## config.mk

```make
export PLATFORM = sky130hd
export DESIGN_NAME = qdl_control
export DESIGN_NICKNAME = d
export VERILOG_FILES = /design/src/inc/qdl_pkg.sv /design/src/verilog/qdl_channel.sv /design/src/verilog/qdl_control.sv
export SDC_FILE = /design/constraint.sdc
export NUM_CORES = 1
export LEC_CHECK = 0
export BUFFER_PORTS_ARGS = -buffer_cell sky130_fd_sc_hd__buf_2
export CORE_MARGIN = 1
export CORE_UTILIZATION = 35
export DETAILED_ROUTE_END_ITERATION = 8
export PLACE_DENSITY = 0.6
export SLEW_MARGIN = 20
export SYNTH_ARGS = -nofsm -noshare
export SYNTH_HDL_FRONTEND = slang
export SYNTH_SLANG_ARGS = --single-unit
```

## constraint.sdc

```tcl
create_clock -name I_REF_CLK -period 5.55 [get_ports I_REF_CLK]
set_input_delay 0.8325 -clock I_REF_CLK [delete_from_list [all_inputs] [get_ports I_REF_CLK]]
set_output_delay 0.8325 -clock I_REF_CLK [all_outputs]
set_load 0.005 [all_outputs]
```

## src/inc/qdl_pkg.sv

```systemverilog
// Constants and carrier types for the quad DAC parallel load control
package qdl_pkg;
   // Channel and code geometry
   localparam int QDL_NUM_CH = 4;
   localparam int QDL_CODE_W = 14;
   localparam int QDL_LOW_W = 8;
   localparam int QDL_UP_W = 6;
   localparam int QDL_SEL_W = 2;
   // APB geometry
   localparam int QDL_APB_AW = 8;
   localparam int QDL_APB_DW = 32;
   // Register byte offsets
   localparam logic [7:0] QDL_OFS_LATCH0 = 8'h00;
   localparam logic [7:0] QDL_OFS_INPUT0 = 8'h10;
   localparam logic [7:0] QDL_OFS_STATUS = 8'h20;
   localparam logic [7:0] QDL_OFS_CTRL = 8'h24;
   localparam logic [7:0] QDL_OFS_STRIDE = 8'h04;
   // Status field positions
   localparam int QDL_STAT_FROM_DAC = 0;
   localparam int QDL_STAT_CLEAR = 1;
   localparam int QDL_STAT_UPDATE = 2;
   // Control field positions
   localparam int QDL_CTRL_UPDATE = 0;
   // Values after reset
   localparam logic [13:0] QDL_CODE_RST = 14'h0000;
   localparam logic QDL_FROM_DAC_RST = 1'b0;
   localparam logic [31:0] QDL_RDATA_RST = 32'h0000_0000;

   // One host parallel-bus access, as sampled
   typedef struct packed {
      logic write;
      logic byte_shift_select;
      logic channel_select_all;
      logic [1:0] channel_sel;
      logic [13:0] data_line;
   } qdl_host_t;
endpackage

```

## src/verilog/qdl_channel.sv

```systemverilog
// One DAC channel: input register and DAC latch
`timescale 1ns/10ps
module qdl_channel
   import qdl_pkg::*;
#(
   parameter int CODE_W = QDL_CODE_W,
   parameter int LOW_W = QDL_LOW_W
) (
   input wire logic i_clk,
   input wire logic i_reset,
   input wire logic i_load_word,
   input wire logic i_load_upper,
   input wire logic i_update,
   input wire logic [CODE_W-1:0] i_data,
   output logic [CODE_W-1:0] o_input,
   output logic [CODE_W-1:0] o_latch
);
   localparam int UP_W = CODE_W - LOW_W;

   logic [CODE_W-1:0] input_reg; // Host-written word
   logic [CODE_W-1:0] input_next;
   logic [CODE_W-1:0] latch_reg; // Code the converter sees
   logic [CODE_W-1:0] latch_next;

   // Word write fills all bits; in byte mode top lines are grounded
   // Upper write keeps the low byte and takes the low data lines
   assign input_next = i_load_word ? i_data :
      i_load_upper ? {i_data[UP_W-1:0], input_reg[LOW_W-1:0]} :
      input_reg;

   // Latch copies the input register while update is active
   assign latch_next = i_update ? input_reg : latch_reg;

   // Storage
   always_ff @(posedge i_clk) begin
      if (i_reset) begin
         input_reg <= QDL_CODE_RST;
         latch_reg <= QDL_CODE_RST;
      end else begin
         input_reg <= input_next;
         latch_reg <= latch_next;
      end
   end

   assign o_input = input_reg;
   assign o_latch = latch_reg;
endmodule

```

## src/verilog/qdl_control.sv

```systemverilog
// Quad DAC parallel load and output update control with APB view
//
// What this block does
// - Byte-shift high: whole 14-bit word in one write
// - Byte-shift high write fills the eight low bits
// - Byte-shift low write takes six upper bits
// - Update pulse copies all input registers together
// - Update held low: latches follow input registers
// - Select lines pick channel; top line selects all
// - Latch codes are straight 14-bit binary
// - Bipolar output is low reference plus scaled code
// - Update connects DAC to output until clear
// - After clear, sense ground until next update
// - Clear low at power-up: output from sense ground
// - Update low at power-up: output from DAC
// - Clear low switches all outputs to sense ground
`timescale 1ns/10ps
module qdl_control
   import qdl_pkg::*;
#(
   parameter int NUM_CH = QDL_NUM_CH,
   parameter int CODE_W = QDL_CODE_W,
   parameter int LOW_W = QDL_LOW_W
) (
   input wire logic I_REF_CLK,
   input wire logic I_RESET,
   input wire logic I_CS_N,
   input wire logic I_WR_N,
   input wire logic I_BYTE_SHIFT_SELECT,
   input wire logic I_CHANNEL_SELECT_0,
   input wire logic I_CHANNEL_SELECT_1,
   input wire logic I_CHANNEL_SELECT_ALL,
   input wire logic [CODE_W-1:0] I_DATA_LINE,
   input wire logic I_LATCH_UPDATE_N,
   input wire logic I_CLEAR_TO_SENSE_N,
   input wire logic I_PSEL,
   input wire logic I_PENABLE,
   input wire logic I_PWRITE,
   input wire logic [QDL_APB_AW-1:0] I_PADDR,
   input wire logic [QDL_APB_DW-1:0] I_PWDATA,
   output logic [QDL_APB_DW-1:0] O_PRDATA,
   output logic O_PREADY,
   output logic O_PSLVERR,
   output logic [NUM_CH*CODE_W-1:0] O_DAC_CODE,
   output logic O_OUT_FROM_DAC
);
   // Elaboration check: select decode serves four channels only
   if (NUM_CH != 4 || CODE_W <= LOW_W || CODE_W > 16) begin : g_bad
      $error("qdl_control: unsupported channel count or code width");
   end

   // Host bus bundle as sampled this cycle
   qdl_host_t host;
   logic wr_prev_reg; // Strobe level last cycle
   logic wr_prev_next;
   logic write_pulse; // First cycle of a selected write
   logic [NUM_CH-1:0] chan_hit; // Channels addressed by this write
   logic load_word; // Byte-shift high write
   logic load_upper; // Byte-shift low write

   assign host.write = ~I_CS_N & ~I_WR_N;
   assign host.byte_shift_select = I_BYTE_SHIFT_SELECT;
   assign host.channel_select_all = I_CHANNEL_SELECT_ALL;
   assign host.channel_sel = {I_CHANNEL_SELECT_1, I_CHANNEL_SELECT_0};
   assign host.data_line = I_DATA_LINE;

   // One load per strobe, however long the host holds it
   assign wr_prev_next = host.write;
   assign write_pulse = host.write & ~wr_prev_reg;
   assign load_word = write_pulse & host.byte_shift_select;
   assign load_upper = write_pulse & ~host.byte_shift_select;

   // Software update request, one cycle wide
   logic sw_update_reg;
   logic sw_update_next;
   logic update_active; // Strobe low or software request
   logic clear_active; // Clear input held low
   logic from_dac_reg; // Output buffer fed from DAC
   logic from_dac_next;

   assign update_active = ~I_LATCH_UPDATE_N | sw_update_reg;
   assign clear_active = ~I_CLEAR_TO_SENSE_N;

   // Clear dominates; update reconnects; otherwise hold
   // Reset stands for power-up, so the first state is sense ground
   assign from_dac_next = clear_active ? 1'b0 :
      update_active ? 1'b1 :
      from_dac_reg;

   // Channel arrays
   logic [CODE_W-1:0] input_word [NUM_CH];
   logic [CODE_W-1:0] latch_word [NUM_CH];

   // Per-channel storage and address decode
   for (genvar k = 0; k < NUM_CH; k++) begin : g_ch
      // Top line broadcasts, else the low lines pick one
      assign chan_hit[k] = host.channel_select_all |
         (host.channel_sel == QDL_SEL_W'(k));
      qdl_channel #(
         .CODE_W(CODE_W),
         .LOW_W(LOW_W)
      ) u_ch (
         .i_clk(I_REF_CLK),
         .i_reset(I_RESET),
         .i_load_word(load_word & chan_hit[k]),
         .i_load_upper(load_upper & chan_hit[k]),
         .i_update(update_active),
         .i_data(host.data_line),
         .o_input(input_word[k]),
         .o_latch(latch_word[k])
      );
      // Straight binary code passes to the converter unchanged
      assign O_DAC_CODE[k*CODE_W +: CODE_W] = latch_word[k];
   end

   // APB decode
   logic apb_setup; // Setup phase
   logic apb_access; // Access phase, zero wait
   logic [QDL_APB_AW-1:0] reg_index; // Bank base offset, word bits masked
   logic hit_latch;
   logic hit_input;
   logic hit_status;
   logic hit_ctrl;
   logic addr_ok;
   logic [QDL_APB_DW-1:0] status_word;
   logic [QDL_APB_DW-1:0] rdata_sel;
   logic [QDL_APB_DW-1:0] rdata_next;
   logic sel_latch_ok;
   logic sel_input_ok;
   logic [1:0] bank_index;

   assign apb_setup = I_PSEL & ~I_PENABLE;
   assign apb_access = I_PSEL & I_PENABLE;
   assign reg_index = I_PADDR & ~(QDL_OFS_STRIDE * 8'h03);
   assign bank_index = I_PADDR[3:2];
   assign sel_latch_ok = I_PADDR[1:0] == 2'h0;
   assign sel_input_ok = I_PADDR[1:0] == 2'h0;
   assign hit_latch = sel_latch_ok & (reg_index == QDL_OFS_LATCH0);
   assign hit_input = sel_input_ok & (reg_index == QDL_OFS_INPUT0);
   assign hit_status = I_PADDR == QDL_OFS_STATUS;
   assign hit_ctrl = I_PADDR == QDL_OFS_CTRL;
   assign addr_ok = hit_latch | hit_input | hit_status | hit_ctrl;

   // Live state seen by software
   always_comb begin
      status_word = QDL_RDATA_RST;
      status_word[QDL_STAT_FROM_DAC] = from_dac_reg;
      status_word[QDL_STAT_CLEAR] = clear_active;
      status_word[QDL_STAT_UPDATE] = ~I_LATCH_UPDATE_N;
   end

   // Read mux; upper bits read zero
   assign rdata_sel = hit_latch ?
      QDL_APB_DW'(latch_word[bank_index]) :
      hit_input ? QDL_APB_DW'(input_word[bank_index]) :
      hit_status ? status_word : QDL_RDATA_RST;

   // Read data captured in setup, held through access
   assign rdata_next = (apb_setup & ~I_PWRITE) ? rdata_sel : O_PRDATA;

   // Control write: bit set acts as an update strobe for one cycle
   assign sw_update_next = apb_access & I_PWRITE & hit_ctrl &
      I_PWDATA[QDL_CTRL_UPDATE];

   // Zero-wait slave; unmapped addresses answer with an error
   assign O_PREADY = 1'b1;
   assign O_PSLVERR = apb_access & ~addr_ok;

   // Control state
   always_ff @(posedge I_REF_CLK) begin
      if (I_RESET) begin
         wr_prev_reg <= 1'b0;
         sw_update_reg <= 1'b0;
         from_dac_reg <= QDL_FROM_DAC_RST;
         O_PRDATA <= QDL_RDATA_RST;
      end else begin
         wr_prev_reg <= wr_prev_next;
         sw_update_reg <= sw_update_next;
         from_dac_reg <= from_dac_next;
         O_PRDATA <= rdata_next;
      end
   end

   // Buffer source select; analog level is low reference plus
   // span times code over two to the code width
   assign O_OUT_FROM_DAC = from_dac_reg;
endmodule

```

==> flow_summary.toml, run 1 <==
[timing]
timing.hold.ws_ps = 430
hold_viol = 0
period_share_pct = 55.8
drv_slew = 0
slew_headroom_pct = 34.1
period_minus_slack_ps = 3100
rsz0062_at_grt = "no"
finalClockSkew_ps = 12.1
worst_pin_slew_ps = 988
tns_ps = 0
setup_viol = 0
clock.fmax_ghz = 0.323

[detailed_routing]
wire_per_inst_um = 15.8
via_per_inst = 4.97
drt_iter0_markers = 254
wirelength_um = 14200
post-route-drc-count = 0
dr.pass1.iters = 4
detail-route-antenna-nets = 0
vias = 4483

[placement]
hpwlAfterDp_um = 9600
gp_congestion = 0.841
io_buffers = 107

[pwr]
ir_drop_uv = 230
p_leak_nw = 2.84
power_w = 0.00219
p_per_area_nw_per_um2 = 326

[critical_path]
crit_arrival_ps = 2260
path_class = "in -> out"
regToRegEndpoint = "g_ch[1].u_ch.o_input[10]$_SDFFE_PP0P_"
cpPeakStageDelay_ps = 570
worstReg2RegStart = "wr_prev_reg$_SDFF_PP0_"
crit_family = "simple AND/OR/NAND/NOR gates"
critPathRequiredTime_ps = 4720
critPathCapture = "O_PSLVERR"
end_kind = "output port"
rrSetupSlack_ps = 3660
critPathMaxFanout = 5
worstPathCellList = "buf_2, or4_4, or4_4, nor3b_1, buf_2"
path_depth = 5
crit_buf_inv = 2
worst_path_max_delay_cell = "or4_4"
reg2reg_depth = 4
setup.worst_path.start = "I_PADDR[1]"
start_kind = "input port"

[yosys]
ys_types = 36
synth-seq-area-share_pct = 46.8
syn_avg_cell_area_um2 = 9.33
synthCells = 592
yosysTopAreaCell = "dfxtp_1"
yosys_register_bits = 129
netlist_area_um2 = 5520
synthTopCellsByArea = "dfxtp_1 47%, mux4_2 11%, nand2_1 9.2%"
yosys.area.top_type_share_pct = 46.8
yosys_warnings = 0

[layout]
register_area_um2 = 2580
drive_gt1_share_pct = 26.2
multi_input_area_um2 = 2700
nNetsFinal = 746
diodes = 0
fillCellCount = 1509
syn_to_final_growth_pct = 21.6

[min_path]
min_path_type = "reg -> reg"
min_from = "O_PRDATA[3]$_SDFFE_PP0P_"

[global_route]
grt_max_degree = 122
gr-total-overflow = 0
grt_pass1_wl_um = 22800
first_global_vias = 4438
grtUsageTotal_pct = 18.3
antenna_found_initial = 0

[cts]
cts_tree = "yes"
cts_made_buffers = 17
cts_setup_buffers = 0
insertion_delay_ps = 410
clk_pin_slew_ps = 50
cts_resized = 0
cts_root_buffer = "clkbuf_16"
holdBufCountCts = 0
cts.sinks = 129
htree_levels = 4
clock_path_buffers = 2

[floorplanning]
core_region_area_um2 = 15300
rows = 45
ioPinCount = 158
dieArea_um2 = 16300
die_height_um = 128
initial_core_util_pct = 36.1
die_w_um = 128

[outcome]
status = "completed"

[run]
drv_cap = 0
-- cell type report --
cell class / count / share of cell area [%]
Tap cell: 211 / 3.93
Multi-Input combinational cell: 415 / 40.2
Inverter: 4 / 0.224
Sequential cell: 129 / 38.5
Timing Repair Buffer: 112 / 8.82
Clock inverter: 12 / 1.75
Clock buffer: 19 / 6.60
-- cells in the final DEF (no fill, tap or decap), drive strengths merged, types with 4 or more instances in the layout --
master | Yosys | routed
mux2i | 38 | 38
nand2b | 5 | 5
nor4 | 5 | 5
buf | 26 | 112
nand2 | 136 | 136
clkinv | 0 | 7
nor2 | 63 | 63
inv | 4 | 4
dfxtp | 129 | 129
mux4 | 28 | 28
a21oi | 60 | 60
a22oi | 11 | 11
clkbuf | 34 | 19
a211oi | 24 | 24
conb | 2 | 19
-- per-stage QoR --
step | std cells | worst slack [ps] | cell area [µm²] | util [%]
2_1_floorplan | 609 | 2740 | 5590 | -
3_3_place_gp | 870 | 2430 | 6120 | 39.9
3_5_place_dp | 870 | 2420 | 6120 | 40.0
4_1_cts | 901 | 2420 | 6680 | 43.6
5_1_grt | 902 | 2430 | 6710 | 43.8
6_report | 902 | 2450 | 6710 | 43.8
-- worst min-delay path by stage --
stage	slack [ps]	to	cells after the start
after CTS	430	O_PRDATA[3]$_SDFFE_PP0P_	2
final	430	O_PRDATA[3]$_SDFFE_PP0P_	2
after floorplan	430	O_PRDATA[10]$_SDFFE_PP0P_	2
after global placement	420	O_PRDATA[4]$_SDFFE_PP0P_	2
after global routing	450	O_PRDATA[8]$_SDFFE_PP0P_	2
after detailed placement	420	O_PRDATA[9]$_SDFFE_PP0P_	2
-- tightest hold or removal path, cell delays in order (launching register included) --
cell,delay (ps)
dfxtp_1,300
nand2_1,50
nand2_1,40
-- routing by layer --
layer | share of wire, % | track usage (%) | up-vias
met5 | 0 | 0 | -
met4 | 0.41 | 5.26 | 0
met3 | 4.8 | 4.82 | 5
met2 | 51 | 31.3 | 107
met1 | 44 | 22.8 | 2170
li1 | - | - | 2201
-- cell usage after synthesis --
library cell      n
o211ai_1          2
nor4b_1           1
dfxtp_1         129
nand2b_1          5
mux4_2           26
o22ai_1           1
or3_2             1
a21bo_2           2
mux4_1            2
clkbuf_1         33
conb_1            2
buf_2             4
nor2b_1           3
or3_1             2
buf_4            19
dlymetal6s2s_1    1
a21oi_1          60
or4_4             2
o311a_1           2
nand2_1         136
inv_1             4
nor4_1            5
a22oi_1          11
or3b_2            1
or2_2             1
a211oi_1         24
nor3b_1           2
nor2_1           63
o21bai_1          1
a311oi_1          1
clkbuf_8          1
nand4b_1          1
nor3_1            2
o21ai_0           1
buf_1             3
mux2i_1          38
-- where the power goes --
group	total, W	switching [W]	internal [W]	leakage [nW]
registers	0.000972	0.0000190	0.000953	1.05
logic	0.000162	0.0000983	0.0000636	1.52
clock network	0.00106	0.000394	0.000663	0.274
total	0.00219	0.000511	0.00168	2.84
-- logic make-up after synthesis --
| kind of cell | share of synthesized area (%) |
|---|---|
| compound gates | 11.7 |
| buf+inv | 6.14 |
| flops | 46.8 |
| mux | 18.4 |
| other cells | 0.136 |
| simple gates | 16.8 |
Power figures use the tool's default switching activity.
==> run 2: changes to the inputs <==
==> constraint.sdc (replaced) <==
create_clock -name I_REF_CLK -period 3 [get_ports I_REF_CLK]
set_input_delay 0.45 -clock I_REF_CLK [delete_from_list [all_inputs] [get_ports I_REF_CLK]]
set_output_delay 0.45 -clock I_REF_CLK [all_outputs]
set_load 0.005 [all_outputs]
==> run 2 against run 1 <==
Effect of this change:
- sequential power rose by 85%
- global-route usage barely moved
- final area rose by 1.5%
- largest power group unchanged
==> flow_summary.toml, run 2 (synthesis gave the netlist of run 1 again) <==
[cts]
cts_root_buffer = "clkbuf_16"
clk_pin_slew_ps = 60
cts_made_buffers = 17
cts_setup_buffers = 0
htree_levels = 4
cts_resized = 0
cts_tree = "yes"
cts.sinks = 129
clock_path_buffers = 2
insertion_delay_ps = 410
holdBufCountCts = 0

[detailed_routing]
wirelength_um = 14400
via_per_inst = 5.00
post-route-drc-count = 0
detail-route-antenna-nets = 0
vias = 4554
drt_iter0_markers = 238
wire_per_inst_um = 15.8
dr.pass1.iters = 5

[floorplanning]
die_w_um = 128
die_height_um = 128
dieArea_um2 = 16300
ioPinCount = 158
initial_core_util_pct = 36.1
rows = 45
core_region_area_um2 = 15300

[critical_path]
crit_buf_inv = 2
reg2reg_depth = 4
critPathMaxFanout = 5
critPathRequiredTime_ps = 2550
worstPathCellList = "buf_2, or4_4, or4_4, nor3b_1, buf_2"
path_class = "in -> out"
worstReg2RegStart = "wr_prev_reg$_SDFF_PP0_"
cpPeakStageDelay_ps = 570
regToRegEndpoint = "g_ch[0].u_ch.o_input[7]$_SDFFE_PP0P_"
setup.worst_path.start = "I_PADDR[1]"
path_depth = 5
rrSetupSlack_ps = 1190
end_kind = "output port"
crit_arrival_ps = 1880
crit_family = "simple AND/OR/NAND/NOR gates"
worst_path_max_delay_cell = "or4_4"
start_kind = "input port"
critPathCapture = "O_PSLVERR"

[placement]
dp_slack_ps = 664
dp_cells = 878
gp_congestion = 0.856
hpwlAfterDp_um = 9940
io_buffers = 107

[min_path]
min_path_type = "in -> reg"
min_from = "I_CS_N"

[layout]
final_cell_mix = "136 x nand2_1, 129 x dfxtp_1, 106 x buf_2, 63 x nor2_1, 60 x a21oi_1"
drive_gt1_share_pct = 26.6
diodes = 0
syn_to_final_growth_pct = 23.4
layout_commonest_cell = "nand2_1"
fillCellCount = 1529
stdcell_count = 911
nNetsFinal = 754

[timing]
layout_setup_ws_ps = 668
drv_slew = 0
rsz0062_at_grt = "no"
period_share_pct = 77.7
worst_pin_slew_ps = 945
setup_viol = 0
slew_headroom_pct = 37.0
tns_ps = 0
finalClockSkew_ps = 7.45
clock.fmax_ghz = 0.429
period_minus_slack_ps = 2330
hold_viol = 0

[global_route]
gr-total-overflow = 0
first_global_vias = 4439
grtUsageTotal_pct = 18.3
grt_max_degree = 90
met1_usage_pct = 22.7
grt_pass1_wl_um = 22600
top_usage_layer = "met2"
grtUsageMet3_pct = 3.73
gr-usage-met2_pct = 30.8
antenna_found_initial = 0

[pwr]
p_per_area_nw_per_um2 = 613
p_leak_nw = 2.90
ir_drop_uv = 451
power_w = 0.00418

[run]
drv_cap = 0

[outcome]
status = "completed"
run 2: layout make-up:
class | count | area (µm²) | area share [%]
Multi-Input combinational cell | 415 | 2690 | 39.4
Clock inverter | 10 | 134 | 1.96
Inverter | 4 | 15.0 | 0.220
Clock buffer | 22 | 464 | 6.81
Sequential cell | 129 | 2580 | 37.9
Timing Repair Buffer | 120 | 668 | 9.81
Tap cell | 211 | 264 | 3.87
run 2: power by group:
part	switching, W	total [W]	internal (W)	leakage, nW
logic	0.000185	0.000311	0.000126	1.57
clock network	0.000726	0.00207	0.00134	0.290
registers	0.0000346	0.00180	0.00176	1.05
run 2: layer usage:
layer	up-vias	part of all wire, %
li1	2214	-
met4	0	1.8
met2	130	49
met1	2193	45
met3	17	4.3
met5	-	0
run 2: metrics by stage:
step                area, µm²  util (%)  hold WS (ps)
CTS                      6790      44.3           207
floorplan                5590         -           435
global placement         6190      40.4           421
global route             6810      44.5           214
detailed placement       6190      40.4           426
finish                   6810      44.5           225
run 2: worst min path at each step:
stage / endpoint / slack [ps] / cells past startpoint
final: wr_prev_reg$_SDFF_PP0_ / 230 / 2
after global routing: wr_prev_reg$_SDFF_PP0_ / 210 / 2
after floorplan: O_PRDATA[10]$_SDFFE_PP0P_ / 430 / 2
after detailed placement: O_PRDATA[4]$_SDFFE_PP0P_ / 430 / 2
after global placement: O_PRDATA[4]$_SDFFE_PP0P_ / 420 / 2
after CTS: wr_prev_reg$_SDFF_PP0_ / 210 / 2
run 2: worst register-to-register path: stages (launching register included):
cell     delay [ps]
dfxtp_1         300
nor4b_1         500
nand2_1         520
mux2i_1         300
nor2_1           50
==> run 3: changes to the inputs <==
==> constraint.sdc (replaced) <==
create_clock -name I_REF_CLK -period 2.45 [get_ports I_REF_CLK]
set_input_delay 0.3675 -clock I_REF_CLK [delete_from_list [all_inputs] [get_ports I_REF_CLK]]
set_output_delay 0.3675 -clock I_REF_CLK [all_outputs]
set_load 0.005 [all_outputs]
==> run 3 against run 2 <==
Effect of this change:
- global-route usage increased by 0.37 points
- sequential power increased by 22%
- power increased by 22%
- clock power increased by 21%
- clock-buffer cell count decreased by 3
- non-clock buffer count increased by 4
- wire length increased by 1.3%
- final cell count increased by 0.44%
- register-to-register slack got worse by 390 ps
- critical path depth unchanged
==> flow_summary.toml, run 3 (synthesis gave the netlist of run 1 again) <==
[critical_path]
worstReg2RegStart = "wr_prev_reg$_SDFF_PP0_"
crit_buf_inv = 2
crit_arrival_ps = 1800
crit_family = "simple AND/OR/NAND/NOR gates"
rrSetupSlack_ps = 800
start_kind = "input port"
path_class = "in -> out"
setup.worst_path.start = "I_PADDR[1]"
path_depth = 5
critPathRequiredTime_ps = 2080
critPathMaxFanout = 5
worst_path_max_delay_cell = "or4_4"
regToRegEndpoint = "g_ch[3].u_ch.o_input[5]$_SDFFE_PP0P_"
critPathCapture = "O_PSLVERR"
end_kind = "output port"
cpPeakStageDelay_ps = 570
worstPathCellList = "buf_2, or4_4, or4_4, nor3b_1, buf_2"
reg2reg_depth = 5

[detailed_routing]
wirelength_um = 14600
via_per_inst = 5.04
dr.pass1.iters = 5
vias = 4611
detail-route-antenna-nets = 0
wire_per_inst_um = 16.0
post-route-drc-count = 0
drt_iter0_markers = 254

[pwr]
ir_drop_uv = 551
switchingPower_w = 0.00117
swShare_pct = 22.9
intPower_w = 0.00392
p_per_area_nw_per_um2 = 745
clkPwrFrac_pct = 49.2
power.share.sequential_pct = 43.3
comb_power_share_pct = 7.6
p_leak_nw = 2.93

[floorplanning]
core_region_area_um2 = 15300
die_height_um = 128
rows = 45
dieArea_um2 = 16300
ioPinCount = 158
die_w_um = 128
initial_core_util_pct = 36.1

[global_route]
first_global_vias = 4518
grt_pass1_wl_um = 23100
antenna_found_initial = 0
grtUsageTotal_pct = 18.7
grt_max_degree = 110
gr-total-overflow = 0

[timing]
setup_viol = 0
tns_ps = 0
period_minus_slack_ps = 2160
clock.fmax_ghz = 0.462
timing.hold.ws_ps = 143
rsz0062_at_grt = "no"
period_share_pct = 88.3
hold_viol = 0
slew_headroom_pct = 52.0
finalClockSkew_ps = 9.19
drv_slew = 0
worst_pin_slew_ps = 719

[placement]
hpwlAfterDp_um = 9990
gp_congestion = 0.826
place_area_um2 = 6250
io_buffers = 107

[layout]
final_cell_mix = "136 x nand2_1, 129 x dfxtp_1, 106 x buf_2, 63 x nor2_1, 60 x a21oi_1"
design_area_um2 = 6840
fillCellCount = 1513
drive_gt1_share_pct = 27.3
syn_to_final_growth_pct = 23.8
multi_input_area_um2 = 2690
layout_commonest_cell = "nand2_1"
register_area_um2 = 2580
fin_util_pct = 44.6
diodes = 0
nNetsFinal = 758

[cts]
htree_levels = 4
clock_path_buffers = 2
cts_resized = 0
cts.sinks = 129
cts_setup_buffers = 0
cts_tree = "yes"
cts_made_buffers = 17
insertion_delay_ps = 420
clk_pin_slew_ps = 50
cts_root_buffer = "clkbuf_16"
holdBufCountCts = 0

[min_path]
min_path_type = "in -> reg"

[outcome]
status = "completed"

[run]
drv_cap = 0
==> run 3: metal layers <==
metal	GRT usage (%)	vias up	share of wire, %
met5	0	-	0
met4	7.47	0	1.8
met3	4.82	20	4.4
met2	31.9	132	50
met1	22.5	2235	44
li1	-	2224	-
==> run 3: final cells by class <==
class	count	share of cell area, %
Clock inverter	13	2.09
Multi-Input combinational cell	415	39.3
Timing Repair Buffer	124	10.3
Tap cell	211	3.86
Clock buffer	19	6.48
Inverter	4	0.220
Sequential cell	129	37.8
==> run 3: how the worst min path moves through the flow <==
stage,startpoint,to,cells after the start
6_report,I_WR_N,wr_prev_reg$_SDFF_PP0_,2
5_1_grt,I_WR_N,wr_prev_reg$_SDFF_PP0_,2
4_1_cts,I_WR_N,wr_prev_reg$_SDFF_PP0_,2
3_5_place_dp,O_PRDATA[3]$_SDFFE_PP0P_,O_PRDATA[3]$_SDFFE_PP0P_,2
3_3_place_gp,O_PRDATA[4]$_SDFFE_PP0P_,O_PRDATA[4]$_SDFFE_PP0P_,2
2_1_floorplan,O_PRDATA[10]$_SDFFE_PP0P_,O_PRDATA[10]$_SDFFE_PP0P_,2
==> run 3: metrics by stage <==
step | setup slack, ps | power (W) | std cells
floorplan | 472 | 0.00250 | 609
global placement | 299 | 0.00262 | 883
detailed placement | 271 | 0.00263 | 883
CTS | 288 | 0.00514 | 915
global route | 253 | 0.00529 | 915
finish | 286 | 0.00509 | 915
==> run 3: power groups by stage <==
stage | sequential, W | combinational, W | clock [W]
after floorplan | 0.00223 | 0.000265 | 0
after global placement | 0.00224 | 0.000378 | 0
after detailed placement | 0.00225 | 0.000385 | 0
after CTS | 0.00220 | 0.000387 | 0.00255
after global routing | 0.00221 | 0.000425 | 0.00265
final | 0.00220 | 0.000385 | 0.00250
==> run 3: worst register-to-register path: cells and delay by family, from the launching register on <==
family                 cells  cell delay (ps)
multiplexers               1              230
buffers and inverters      1              230
flip-flops                 1              310
AND/OR/NAND/NOR            3              750
